--- config.mk ---
export PLATFORM = sky130hd
export DESIGN_NAME = asfr_flag_reg
export DESIGN_NICKNAME = d
export VERILOG_FILES = /design/src/design/asfr_pkg.sv /design/src/design/asfr_flag_reg.sv
export SDC_FILE = /design/constraint.sdc
export NUM_CORES = 1
export LEC_CHECK = 0
export ABC_AREA = 1
export BUFFER_PORTS_ARGS = -buffer_cell sky130_fd_sc_hd__buf_4
export CORE_MARGIN = 4
export CORE_UTILIZATION = 48
export DETAILED_ROUTE_END_ITERATION = 6
export PLACE_DENSITY_LB_ADDON = 0.2
export RECOVER_POWER = 50
export SLEW_MARGIN = 20
export SYNTH_ARGS = -nofsm -noshare
export SYNTH_HDL_FRONTEND = slang
export SYNTH_SLANG_ARGS = --single-unit
--- constraint.sdc ---
create_clock -name core_clk -period 2.3 [get_ports core_clk]
set_input_delay 0.115 -clock core_clk [delete_from_list [all_inputs] [get_ports core_clk]]
set_output_delay 0.115 -clock core_clk [all_outputs]
set_load 0.02 [all_outputs]
--- src/design/asfr_pkg.sv ---
// Constants, operation codes and flag layout of the ALU status flag register.
// Assumes a single core clock domain and a core that hands one decoded operation per cycle.
// ----------------------------------------------------------------------------
// What this block does
// ----------------------------------------------------------------------------
// What this block does
// - The flag register can be read as a source operand and written as a destination.
// - A flag-changing operation aimed at the flag register stores only its flag updates.
// - Clearing the flag register sets only the zero flag and keeps the other flags.
// - Bit clear, bit set, nibble swap and both moves keep flags and write the result normally.
// - In subtraction the carry and nibble carry flags mean no borrow and no digit borrow.
// - The negative flag copies the most significant bit of the result.
// - The signed overflow flag is set when the sign bit changes by overflow, else cleared.
package asfr_pkg;

  // --------------------------------------------------------------------------
  // Register map and flag layout
  // --------------------------------------------------------------------------
  localparam int         ASFR_ADDR_W     = 8;
  localparam int         ASFR_DATA_W     = 8;
  localparam int         ASFR_FLAG_W     = 5;
  localparam logic [7:0] ASFR_FLAG_ADDR  = 8'h00;
  localparam int         ASFR_BIT_CARRY  = 0;
  localparam int         ASFR_BIT_NIBBLE = 1;
  localparam int         ASFR_BIT_ZERO   = 2;
  localparam int         ASFR_BIT_WRAP   = 3;
  localparam int         ASFR_BIT_MSB    = 4;
  localparam logic [4:0] ASFR_FLAG_RESET = 5'h00;
  localparam logic [7:0] ASFR_RES_RESET  = 8'h00;
  localparam logic [7:0] ASFR_RD_IDLE    = 8'h00;

  // --------------------------------------------------------------------------
  // Affected-flag masks
  // --------------------------------------------------------------------------
  localparam logic [4:0] ASFR_MASK_ALL   = 5'h1f;
  localparam logic [4:0] ASFR_MASK_ZN    = 5'h14;
  localparam logic [4:0] ASFR_MASK_Z     = 5'h04;
  localparam logic [4:0] ASFR_MASK_NONE  = 5'h00;

  // --------------------------------------------------------------------------
  // Operations
  // --------------------------------------------------------------------------
  typedef enum logic [3:0] {
    ASFR_OP_ADD,
    ASFR_OP_ADDC,
    ASFR_OP_SUB,
    ASFR_OP_INC,
    ASFR_OP_DEC,
    ASFR_OP_AND,
    ASFR_OP_OR,
    ASFR_OP_XOR,
    ASFR_OP_COMP,
    ASFR_OP_FILE_CLEAR,
    ASFR_OP_BIT_CLEAR,
    ASFR_OP_BIT_SET,
    ASFR_OP_NIBBLE_SWAP,
    ASFR_OP_FILE_TO_FILE_MOVE,
    ASFR_OP_W_TO_FILE_MOVE
  } asfr_op_t;

endpackage : asfr_pkg

--- src/design/asfr_flag_reg.sv ---
// ALU with its arithmetic status flag register and a plain register port.
// Assumes all inputs come from logic on core_clk and that the core decodes the operation.
`timescale 1ns/1ps
module asfr_flag_reg
  import asfr_pkg::*;
(
  input  wire logic                   core_clk,
  input  wire logic                   rst_n,
  // Register port.
  input  wire logic [ASFR_ADDR_W-1:0] reg_addr,
  input  wire logic [ASFR_DATA_W-1:0] reg_wdata,
  input  wire logic                   reg_wr,
  input  wire logic                   reg_rd,
  output logic      [ASFR_DATA_W-1:0] reg_rdata,
  // Operation port.
  input  wire logic                   op_valid,
  input  wire asfr_op_t               op_code,
  input  wire logic [ASFR_DATA_W-1:0] op_file,
  input  wire logic [ASFR_DATA_W-1:0] op_work,
  input  wire logic [2:0]             op_bit,
  input  wire logic                   op_src_flag,
  input  wire logic                   op_dst_flag,
  // Results.
  output logic      [ASFR_DATA_W-1:0] result_q,
  output logic                        result_wr_q,
  output logic      [ASFR_FLAG_W-1:0] flag_q
);

  // --------------------------------------------------------------------------
  // Operand selection
  // --------------------------------------------------------------------------
  logic [ASFR_DATA_W-1:0] opa;
  logic [ASFR_DATA_W-1:0] addb;
  logic                   addc_in;
  logic [ASFR_DATA_W:0]   sum9;
  logic [4:0]             nib5;
  logic [ASFR_DATA_W-1:0] res;
  logic [ASFR_FLAG_W-1:0] mask;
  logic [ASFR_FLAG_W-1:0] new_flags;
  logic [ASFR_FLAG_W-1:0] flag_d;
  logic [ASFR_DATA_W-1:0] bit_one;
  logic                   flag_hit_wr;
  logic                   flag_hit_rd;
  logic                   op_neutral;

  assign opa         = op_src_flag ? {3'h0, flag_q} : op_file;
  assign bit_one     = 8'h01 << op_bit;
  assign flag_hit_wr = reg_wr && (reg_addr == ASFR_FLAG_ADDR);
  assign flag_hit_rd = reg_rd && (reg_addr == ASFR_FLAG_ADDR);

  // --------------------------------------------------------------------------
  // Adder inputs
  // --------------------------------------------------------------------------
  always_comb begin
    addb    = op_work;
    addc_in = 1'b0;
    case (op_code)
      ASFR_OP_ADD: begin
        addb    = op_work;
        addc_in = 1'b0;
      end
      ASFR_OP_ADDC: begin
        addb    = op_work;
        addc_in = flag_q[ASFR_BIT_CARRY];
      end
      ASFR_OP_SUB: begin
        addb    = ~op_work;
        addc_in = 1'b1;
      end
      ASFR_OP_INC: begin
        addb    = 8'h00;
        addc_in = 1'b1;
      end
      ASFR_OP_DEC: begin
        addb    = 8'hff;
        addc_in = 1'b0;
      end
      default: begin
        addb    = op_work;
        addc_in = 1'b0;
      end
    endcase
  end

  assign sum9 = {1'b0, opa} + {1'b0, addb} + {8'h00, addc_in};
  assign nib5 = {1'b0, opa[3:0]} + {1'b0, addb[3:0]} + {4'h0, addc_in};

  // --------------------------------------------------------------------------
  // Result and affected flags
  // --------------------------------------------------------------------------
  always_comb begin
    res  = sum9[ASFR_DATA_W-1:0];
    mask = ASFR_MASK_NONE;
    case (op_code)
      ASFR_OP_ADD, ASFR_OP_ADDC, ASFR_OP_SUB, ASFR_OP_INC, ASFR_OP_DEC: begin
        res  = sum9[ASFR_DATA_W-1:0];
        mask = ASFR_MASK_ALL;
      end
      ASFR_OP_AND: begin
        res  = opa & op_work;
        mask = ASFR_MASK_ZN;
      end
      ASFR_OP_OR: begin
        res  = opa | op_work;
        mask = ASFR_MASK_ZN;
      end
      ASFR_OP_XOR: begin
        res  = opa ^ op_work;
        mask = ASFR_MASK_ZN;
      end
      ASFR_OP_COMP: begin
        res  = ~opa;
        mask = ASFR_MASK_ZN;
      end
      ASFR_OP_FILE_CLEAR: begin
        res  = 8'h00;
        mask = ASFR_MASK_Z;
      end
      ASFR_OP_BIT_CLEAR: begin
        res  = opa & ~bit_one;
        mask = ASFR_MASK_NONE;
      end
      ASFR_OP_BIT_SET: begin
        res  = opa | bit_one;
        mask = ASFR_MASK_NONE;
      end
      ASFR_OP_NIBBLE_SWAP: begin
        res  = {opa[3:0], opa[7:4]};
        mask = ASFR_MASK_NONE;
      end
      ASFR_OP_FILE_TO_FILE_MOVE: begin
        res  = opa;
        mask = ASFR_MASK_NONE;
      end
      ASFR_OP_W_TO_FILE_MOVE: begin
        res  = op_work;
        mask = ASFR_MASK_NONE;
      end
      default: begin
        res  = opa;
        mask = ASFR_MASK_NONE;
      end
    endcase
  end

  // --------------------------------------------------------------------------
  // Destination decode
  // --------------------------------------------------------------------------
  assign op_neutral = (mask == ASFR_MASK_NONE);

  // --------------------------------------------------------------------------
  // Flag values computed by the operation
  // --------------------------------------------------------------------------
  always_comb begin
    new_flags                  = ASFR_FLAG_RESET;
    new_flags[ASFR_BIT_CARRY]  = sum9[ASFR_DATA_W];
    new_flags[ASFR_BIT_NIBBLE] = nib5[4];
    new_flags[ASFR_BIT_ZERO]   = (res == 8'h00);
    new_flags[ASFR_BIT_WRAP]   = (opa[7] == addb[7]) && (res[7] != opa[7]);
    new_flags[ASFR_BIT_MSB]    = res[7];
  end

  // --------------------------------------------------------------------------
  // Flag register next value
  // --------------------------------------------------------------------------
  always_comb begin
    flag_d = flag_q;
    if (flag_hit_wr) begin
      flag_d = reg_wdata[ASFR_FLAG_W-1:0];
    end
    if (op_valid) begin
      if (op_dst_flag && op_neutral) begin
        flag_d = res[ASFR_FLAG_W-1:0];
      end
      flag_d = (flag_d & ~mask) | (new_flags & mask);
    end
  end

  always_ff @(posedge core_clk or negedge rst_n) begin
    if (!rst_n) begin
      flag_q <= ASFR_FLAG_RESET;
    end else begin
      flag_q <= flag_d;
    end
  end

  // --------------------------------------------------------------------------
  // Result output
  // --------------------------------------------------------------------------
  always_ff @(posedge core_clk or negedge rst_n) begin
    if (!rst_n) begin
      result_q <= ASFR_RES_RESET;
    end else if (op_valid) begin
      result_q <= res;
    end
  end

  // --------------------------------------------------------------------------
  // Result write strobe
  // --------------------------------------------------------------------------
  always_ff @(posedge core_clk or negedge rst_n) begin
    if (!rst_n) begin
      result_wr_q <= 1'b0;
    end else begin
      result_wr_q <= op_valid && !op_dst_flag;
    end
  end

  // --------------------------------------------------------------------------
  // Register read port
  // --------------------------------------------------------------------------
  always_ff @(posedge core_clk or negedge rst_n) begin
    if (!rst_n) begin
      reg_rdata <= ASFR_RD_IDLE;
    end else if (flag_hit_rd) begin
      reg_rdata <= {3'h0, flag_q};
    end else begin
      reg_rdata <= ASFR_RD_IDLE;
    end
  end

endmodule // asfr_flag_reg

Word level (Yosys, flattened, before mapping)
Index checks and enable logic that the tools add are counted.

Bits in registers: 22. Bits of input ports: 46. Logic and storage cells: 59.

$add $sub $neg: 4. Equal/unequal tests: 15. Shift-type cells: 1. Mux-type cells: 10. Bitwise gates (word level): 12. Reduce and logical (&&, ||, !) cells: 13.

Operator list (number): $pmux W8 S10 (1); $mux W5 (5); $eq A4 B4 Y1 const B (6); $not A8 Y8 (3); $pmux W8 S3 (1); $and A8 B8 Y8 (2); $eq A4 B3 Y1 const B (4); $logic_not A8 Y1 (2); $or A8 B8 Y8 (2); $pmux W5 S3 (1); $and A5 B5 Y5 (2); $add A8 B8 Y9 (1); $add A9 B1 Y9 (1); $eq A4 B2 Y1 const B (2); $mux W8 (1); $shl A1 B3 Y8 const A (1); $xor A8 B8 Y8 (1); $add A4 B4 Y5 (1); $add A5 B1 Y5 (1); $logic_and A1 B1 Y1 (5); $logic_not A5 Y1 (1); $not A5 Y5 (1); $or A5 B5 Y5 (1); $reduce_or A5 Y1 (1); 8 further kinds (8).

Logic depth before layout (Yosys ltp)
Depth after elaboration: 10. Gate-level depth with buffers: 22. Mapped depth without buffers: 21.

Least setup slack after synthesis
Ideal clock, no wire load.

Path type: input port to flip-flop. From: in op_code[2]. To: reg flag_q[4]. Arrival time: 2.425 ns. Data required time: 2.172 ns. Path slack: -0.253 ns. Stages: 18. Path through: buf_4 > inv_2 > nand2_1 > o21ai_0 > o21ai_0 > inv_1 > fa_1 > inv_1 > fa_1 > nand3b_1 > nand2_1 > nand2_1 > nand3_1 > nand3_1 > nor2_1 > nand2_1 > a21oi_1 > o22ai_1.

Longest elaborated chain between the ends: 10. Elaborated cells between the ends (all ways): 32.

Ends and longest elaborated chain: start: declaration (line asfr_flag_reg.sv:17) `input wire asfr_op_t op_code,`; $eq A4 B3 Y1, or another cell as far along (line asfr_flag_reg.sv:57, asfr_flag_reg.sv:94); $pmux W8 S3, or another cell as far along (line asfr_flag_reg.sv:57) `case (op_code)`; $add A8 B8 Y9, or another cell as far along (line asfr_flag_reg.sv:85) `assign sum9 = {1'b0, opa} + {1'b0, addb} + {8'h00, addc_in};`; $add A9 B1 Y9 or $logic_not A5 Y1 (tied branches) (line asfr_flag_reg.sv:85, asfr_flag_reg.sv:149); $pmux W8 S10 or $logic_and A1 B1 Y1 (tied branches) (line asfr_flag_reg.sv:94, asfr_flag_reg.sv:172); $mux W5 (line asfr_flag_reg.sv:172) `if (op_dst_flag && op_neutral) begin`; $mux W5 (line asfr_flag_reg.sv:171) `if (op_valid) begin`; $and A5 B5 Y5 (line asfr_flag_reg.sv:175) `flag_d = (flag_d & ~mask) | (new_flags & mask);`; $or A5 B5 Y5 (*) (line asfr_flag_reg.sv:175); $mux W5 (*) (line asfr_flag_reg.sv:171); named net flag_d[4] (line asfr_flag_reg.sv:40) `logic [ASFR_FLAG_W-1:0] flag_d;`; end signal: assignment (line asfr_flag_reg.sv:183) `flag_q <= flag_d;`; end: declaration (line asfr_flag_reg.sv:26) `output logic [ASFR_FLAG_W-1:0] flag_q`.

Mark *: on every way through the listed nets, which the timed path passes. The rest lies on a longest branch. The select of a mux whose other input is x is not followed. A chain may end at the register's enable or synchronous reset.

Final worst setup path
From: reg flag_q[0]. To: reg flag_q[2].

Longest elaborated chain between the ends: 9. Elaborated cells between the ends (all ways): 18.

Ends and longest elaborated chain: $mux W8 (line asfr_flag_reg.sv:46) `assign opa = op_src_flag ? {3'h0, flag_q} : op_file;`; $add A8 B8 Y9 (line asfr_flag_reg.sv:85); $add A9 B1 Y9 (line asfr_flag_reg.sv:85); $pmux W8 S10 (*) (line asfr_flag_reg.sv:94) `case (op_code)`; $mux W5 (line asfr_flag_reg.sv:172); $mux W5 (line asfr_flag_reg.sv:171); $and A5 B5 Y5 (line asfr_flag_reg.sv:175); $or A5 B5 Y5 (*) (line asfr_flag_reg.sv:175); $mux W5 (*) (line asfr_flag_reg.sv:171); named net flag_d[2] (line asfr_flag_reg.sv:40).

Marks and branches as above.

==> flow_metrics.py <==
metrics = {
    "routing": {
        "routedWlPerCell_um": 14.4,
        "drt_wl_total_um": 8780,
        "drtIter0Drc": 229,
        "drc_errors": 0,
        "first_pass_iters": 6,
        "antenna_left": 0,
        "num_vias": 3243,
        "vias_per_cell": 5.32,
    },
    "final_layout": {
        "seqCellArea_um2": 477,
        "finalNonFillerCells": 610,
        "n_antenna_cell": 0,
        "multiInputGateArea_mm2": 0.00183,
        "drive_gt1_share_pct": 29.3,
        "utilization_pct": 71.0,
        "final_nets": 599,
        "n_fill_cell": 470,
        "syn2layout_area_growth_pct": 40.0,
        "stdcell_area_mm2": 0.00342,
    },
    "grt": {
        "antenna_found_initial": 0,
        "grtUsageTotal_pct": 26.9,
        "grt_overflow_total": 0,
        "grt_pass1_wl_um": 13400,
        "grt_pass1_vias": 2849,
        "grt_max_degree": 20,
    },
    "clocking": {
        "cts.sinks": 19,
        "cts_made_buffers": 3,
        "cts_tree": "built",
        "clk_pin_slew_ns": 0.07,
        "clock-root-buffer": "clkbuf_8",
        "h-tree-depth": 1,
        "insertion_delay_ns": 0.26,
        "cts_buffer_depth": 2,
    },
    "synth": {
        "avgSynthCellArea_um2": 5.52,
        "async_reset_ff_share_pct": 100,
        "ys.warnings.count": 0,
        "synth_area_leaders": "nand2_1, dfrtp_1, nand3_1, nor2_1, inv_1",
        "synth.cells.most_frequent": "nand2_1, nor2_1, inv_1, nand3_1, o21ai_0",
        "yosysSeqAreaShare_pct": 19.5,
        "ys_ff_latch": 19,
        "synth.distinct_cells": 32,
        "yosys.cell_count.top_type": "nand2_1",
        "syn_inst": 443,
        "synth_edf_count": 0,
        "synthFlopType": "dfrtp_1",
        "yosys.area.top_type": "nand2_1",
        "netlist_area_mm2": 0.00244,
        "synth_top_area_share_pct": 24.0,
    },
    "run_status": {
        "outcome": "complete, but fails checks",
        "violations": "setup timing",
    },
    "setup_path": {
        "cp-startpoint": "flag_q[0]",
        "cp_max_fo": 3,
        "startpoint_type": "flip-flop",
        "crit_path_cell_trace": "inv_2 -> nand2_2 -> nand2_2 -> inv_2 -> fa_2 -> inv_2 -> fa_2 -> nand3b_1 -> nand2_2 -> nand2_2 -> nand3_1 -> nand3_2 -> nand3_2 -> nor2_2 -> nand2_1 -> nor2_1 -> nor2_1 -> nor2_1",
        "slowest_delay_ns": 0.41,
        "reg2reg_slack_ns": -0.21,
        "rr_endpoint": "flag_q[2]",
        "reg2reg_from": "flag_q[0]",
        "endpoint_kind": "flip-flop",
        "critPathKind": "reg2reg",
        "ff2ff_path_depth": 18,
        "endpoint": "flag_q[2]",
        "crit_slowest_cell": "dfrtp_2",
        "worstPathArrival_ns": 2.70,
        "cp.required_ns": 2.49,
        "cp_common_cell": "nand2_2",
    },
    "place": {
        "preCtsSetupSlack_ns": -0.175,
        "port_buffers": 61,
        "dp.cells": 601,
        "dpl.hpwl_um": 6840,
        "place.gp.congestion": 1.03,
        "post_dp_cell_area_mm2": 0.00326,
    },
    "sta": {
        "rsz0062_at_grt": "yes",
        "finalSetupViolations": 6,
        "slew_headroom_pct": 29.4,
        "whs_ns": 0.0194,
        "worst_slack_ns": -0.212,
        "final.setup.tns_ns": -0.820,
        "period_needed_ns": 2.51,
        "hold_violations": 0,
        "clock.fmax_ghz": 0.398,
        "layout_worst_path_cycle_share_pct": 109,
        "worst_pin_slew_ns": 1.06,
        "finClkSkew_ns": 0.00436,
        "maxSlewViolCount": 0,
    },
    "power": {
        "total_power_mw": 1.58,
        "p_per_area_mw_per_mm2": 461,
        "peakVddDrop_mv": 0.289,
        "power.leakage_nw": 1.90,
    },
    "floorplanning": {
        "start_util_pct": 50.7,
        "num_rows": 25,
        "die_h_um": 79.4,
        "die_area_mm2": 0.00630,
        "fp.coreArea_mm2": 0.00482,
        "io_pins": 68,
        "die_x_um": 79.4,
    },
    "min_path": {
        "hp-class": "in2reg",
        "min_from": "op_dst_flag",
    },
    "flow_run": {
        "maxCapViolCount": 0,
    },
}
## logic make-up (layout without fill, tap and decap cells)
| logic type | count (synthesis) | after routing | synth area share, % |
|---|---|---|---|
| other cells | 1 | 3 | 0.153 |
| flops | 19 | 19 | 19.5 |
| compound gates | 59 | 59 | 13.1 |
| simple gates | 288 | 288 | 50.4 |
| buf+inv | 66 | 164 | 11.3 |
| xor+xnor | 1 | 1 | 0.358 |
| fa+ha+maj | 9 | 9 | 5.22 |
## routing by layer
metal	up-vias	share of wire [%]	global-route usage [%]
li1	1606	-	-
met1	1452	42	37.0
met2	164	46	44.1
met3	21	8.7	3.97
met4	0	2.4	6.70
met5	-	0	0
## cells in the final DEF (no fill, tap or decap), types with 5 or more instances in the layout
| cell | Yosys | routed |
|---|---|---|
| nand2_1 | 156 | 144 |
| buf_4 | 5 | 98 |
| nor2_1 | 62 | 57 |
| inv_1 | 49 | 45 |
| nand3_1 | 47 | 39 |
| o21ai_0 | 33 | 29 |
| dfrtp_1 | 19 | 18 |
| nand2_2 | 4 | 15 |
| a21oi_1 | 14 | 12 |
| inv_2 | 6 | 9 |
| nand3_2 | 0 | 8 |
| nor2_2 | 5 | 7 |
| ha_1 | 7 | 7 |
| nand3b_1 | 6 | 6 |
| clkbuf_1 | 3 | 6 |
| nor2_4 | 2 | 5 |
| a31oi_1 | 5 | 5 |
## area by class of cell
| class | instances | share of cell area, % |
|---|---|---|
| clock buffer | 4 | 1.32 |
| inverter | 55 | 6.11 |
| multi-input combinational | 360 | 53.5 |
| sequential | 19 | 13.9 |
| tap | 67 | 2.45 |
| timing repair buffer | 105 | 22.7 |
## worst min path at each step
stage                              end  cells past startpoint
final                      result_wr_q                      2
after global routing       result_wr_q                      2
after CTS                  result_wr_q                      2
after floorplan              flag_q[0]                      0
after global placement    reg_rdata[1]                      1
after detailed placement  reg_rdata[1]                      1
## repair_timing
action                                 CTS  global route
endpoints found under the hold margin   19             0
setup buffers                            2             2
pin swaps                                5             9
setup endpoints to repair                6            11
hold buffers                             1             0
resized for setup                        9            24
## flip-flops by register name, indices dropped and copies added (netlist names)
register     count
flag_q           5
reg_rdata        5
result_wr_q      1
result_q         8
## worst max-delay path, delay by kind of cell (launching register included)
kind	cells	cell delay, ns
buffers and inverters	3	0.21
flip-flops	1	0.41
AND/OR/NAND/NOR	13	1.21
adder cells (fa/ha/maj)	2	0.61
## report_power, final
part	switching [mW]	internal, mW
logic	0.529	0.403
registers	0.0325	0.380
clock network	0.111	0.123
(Power assumes the default switching activity.)
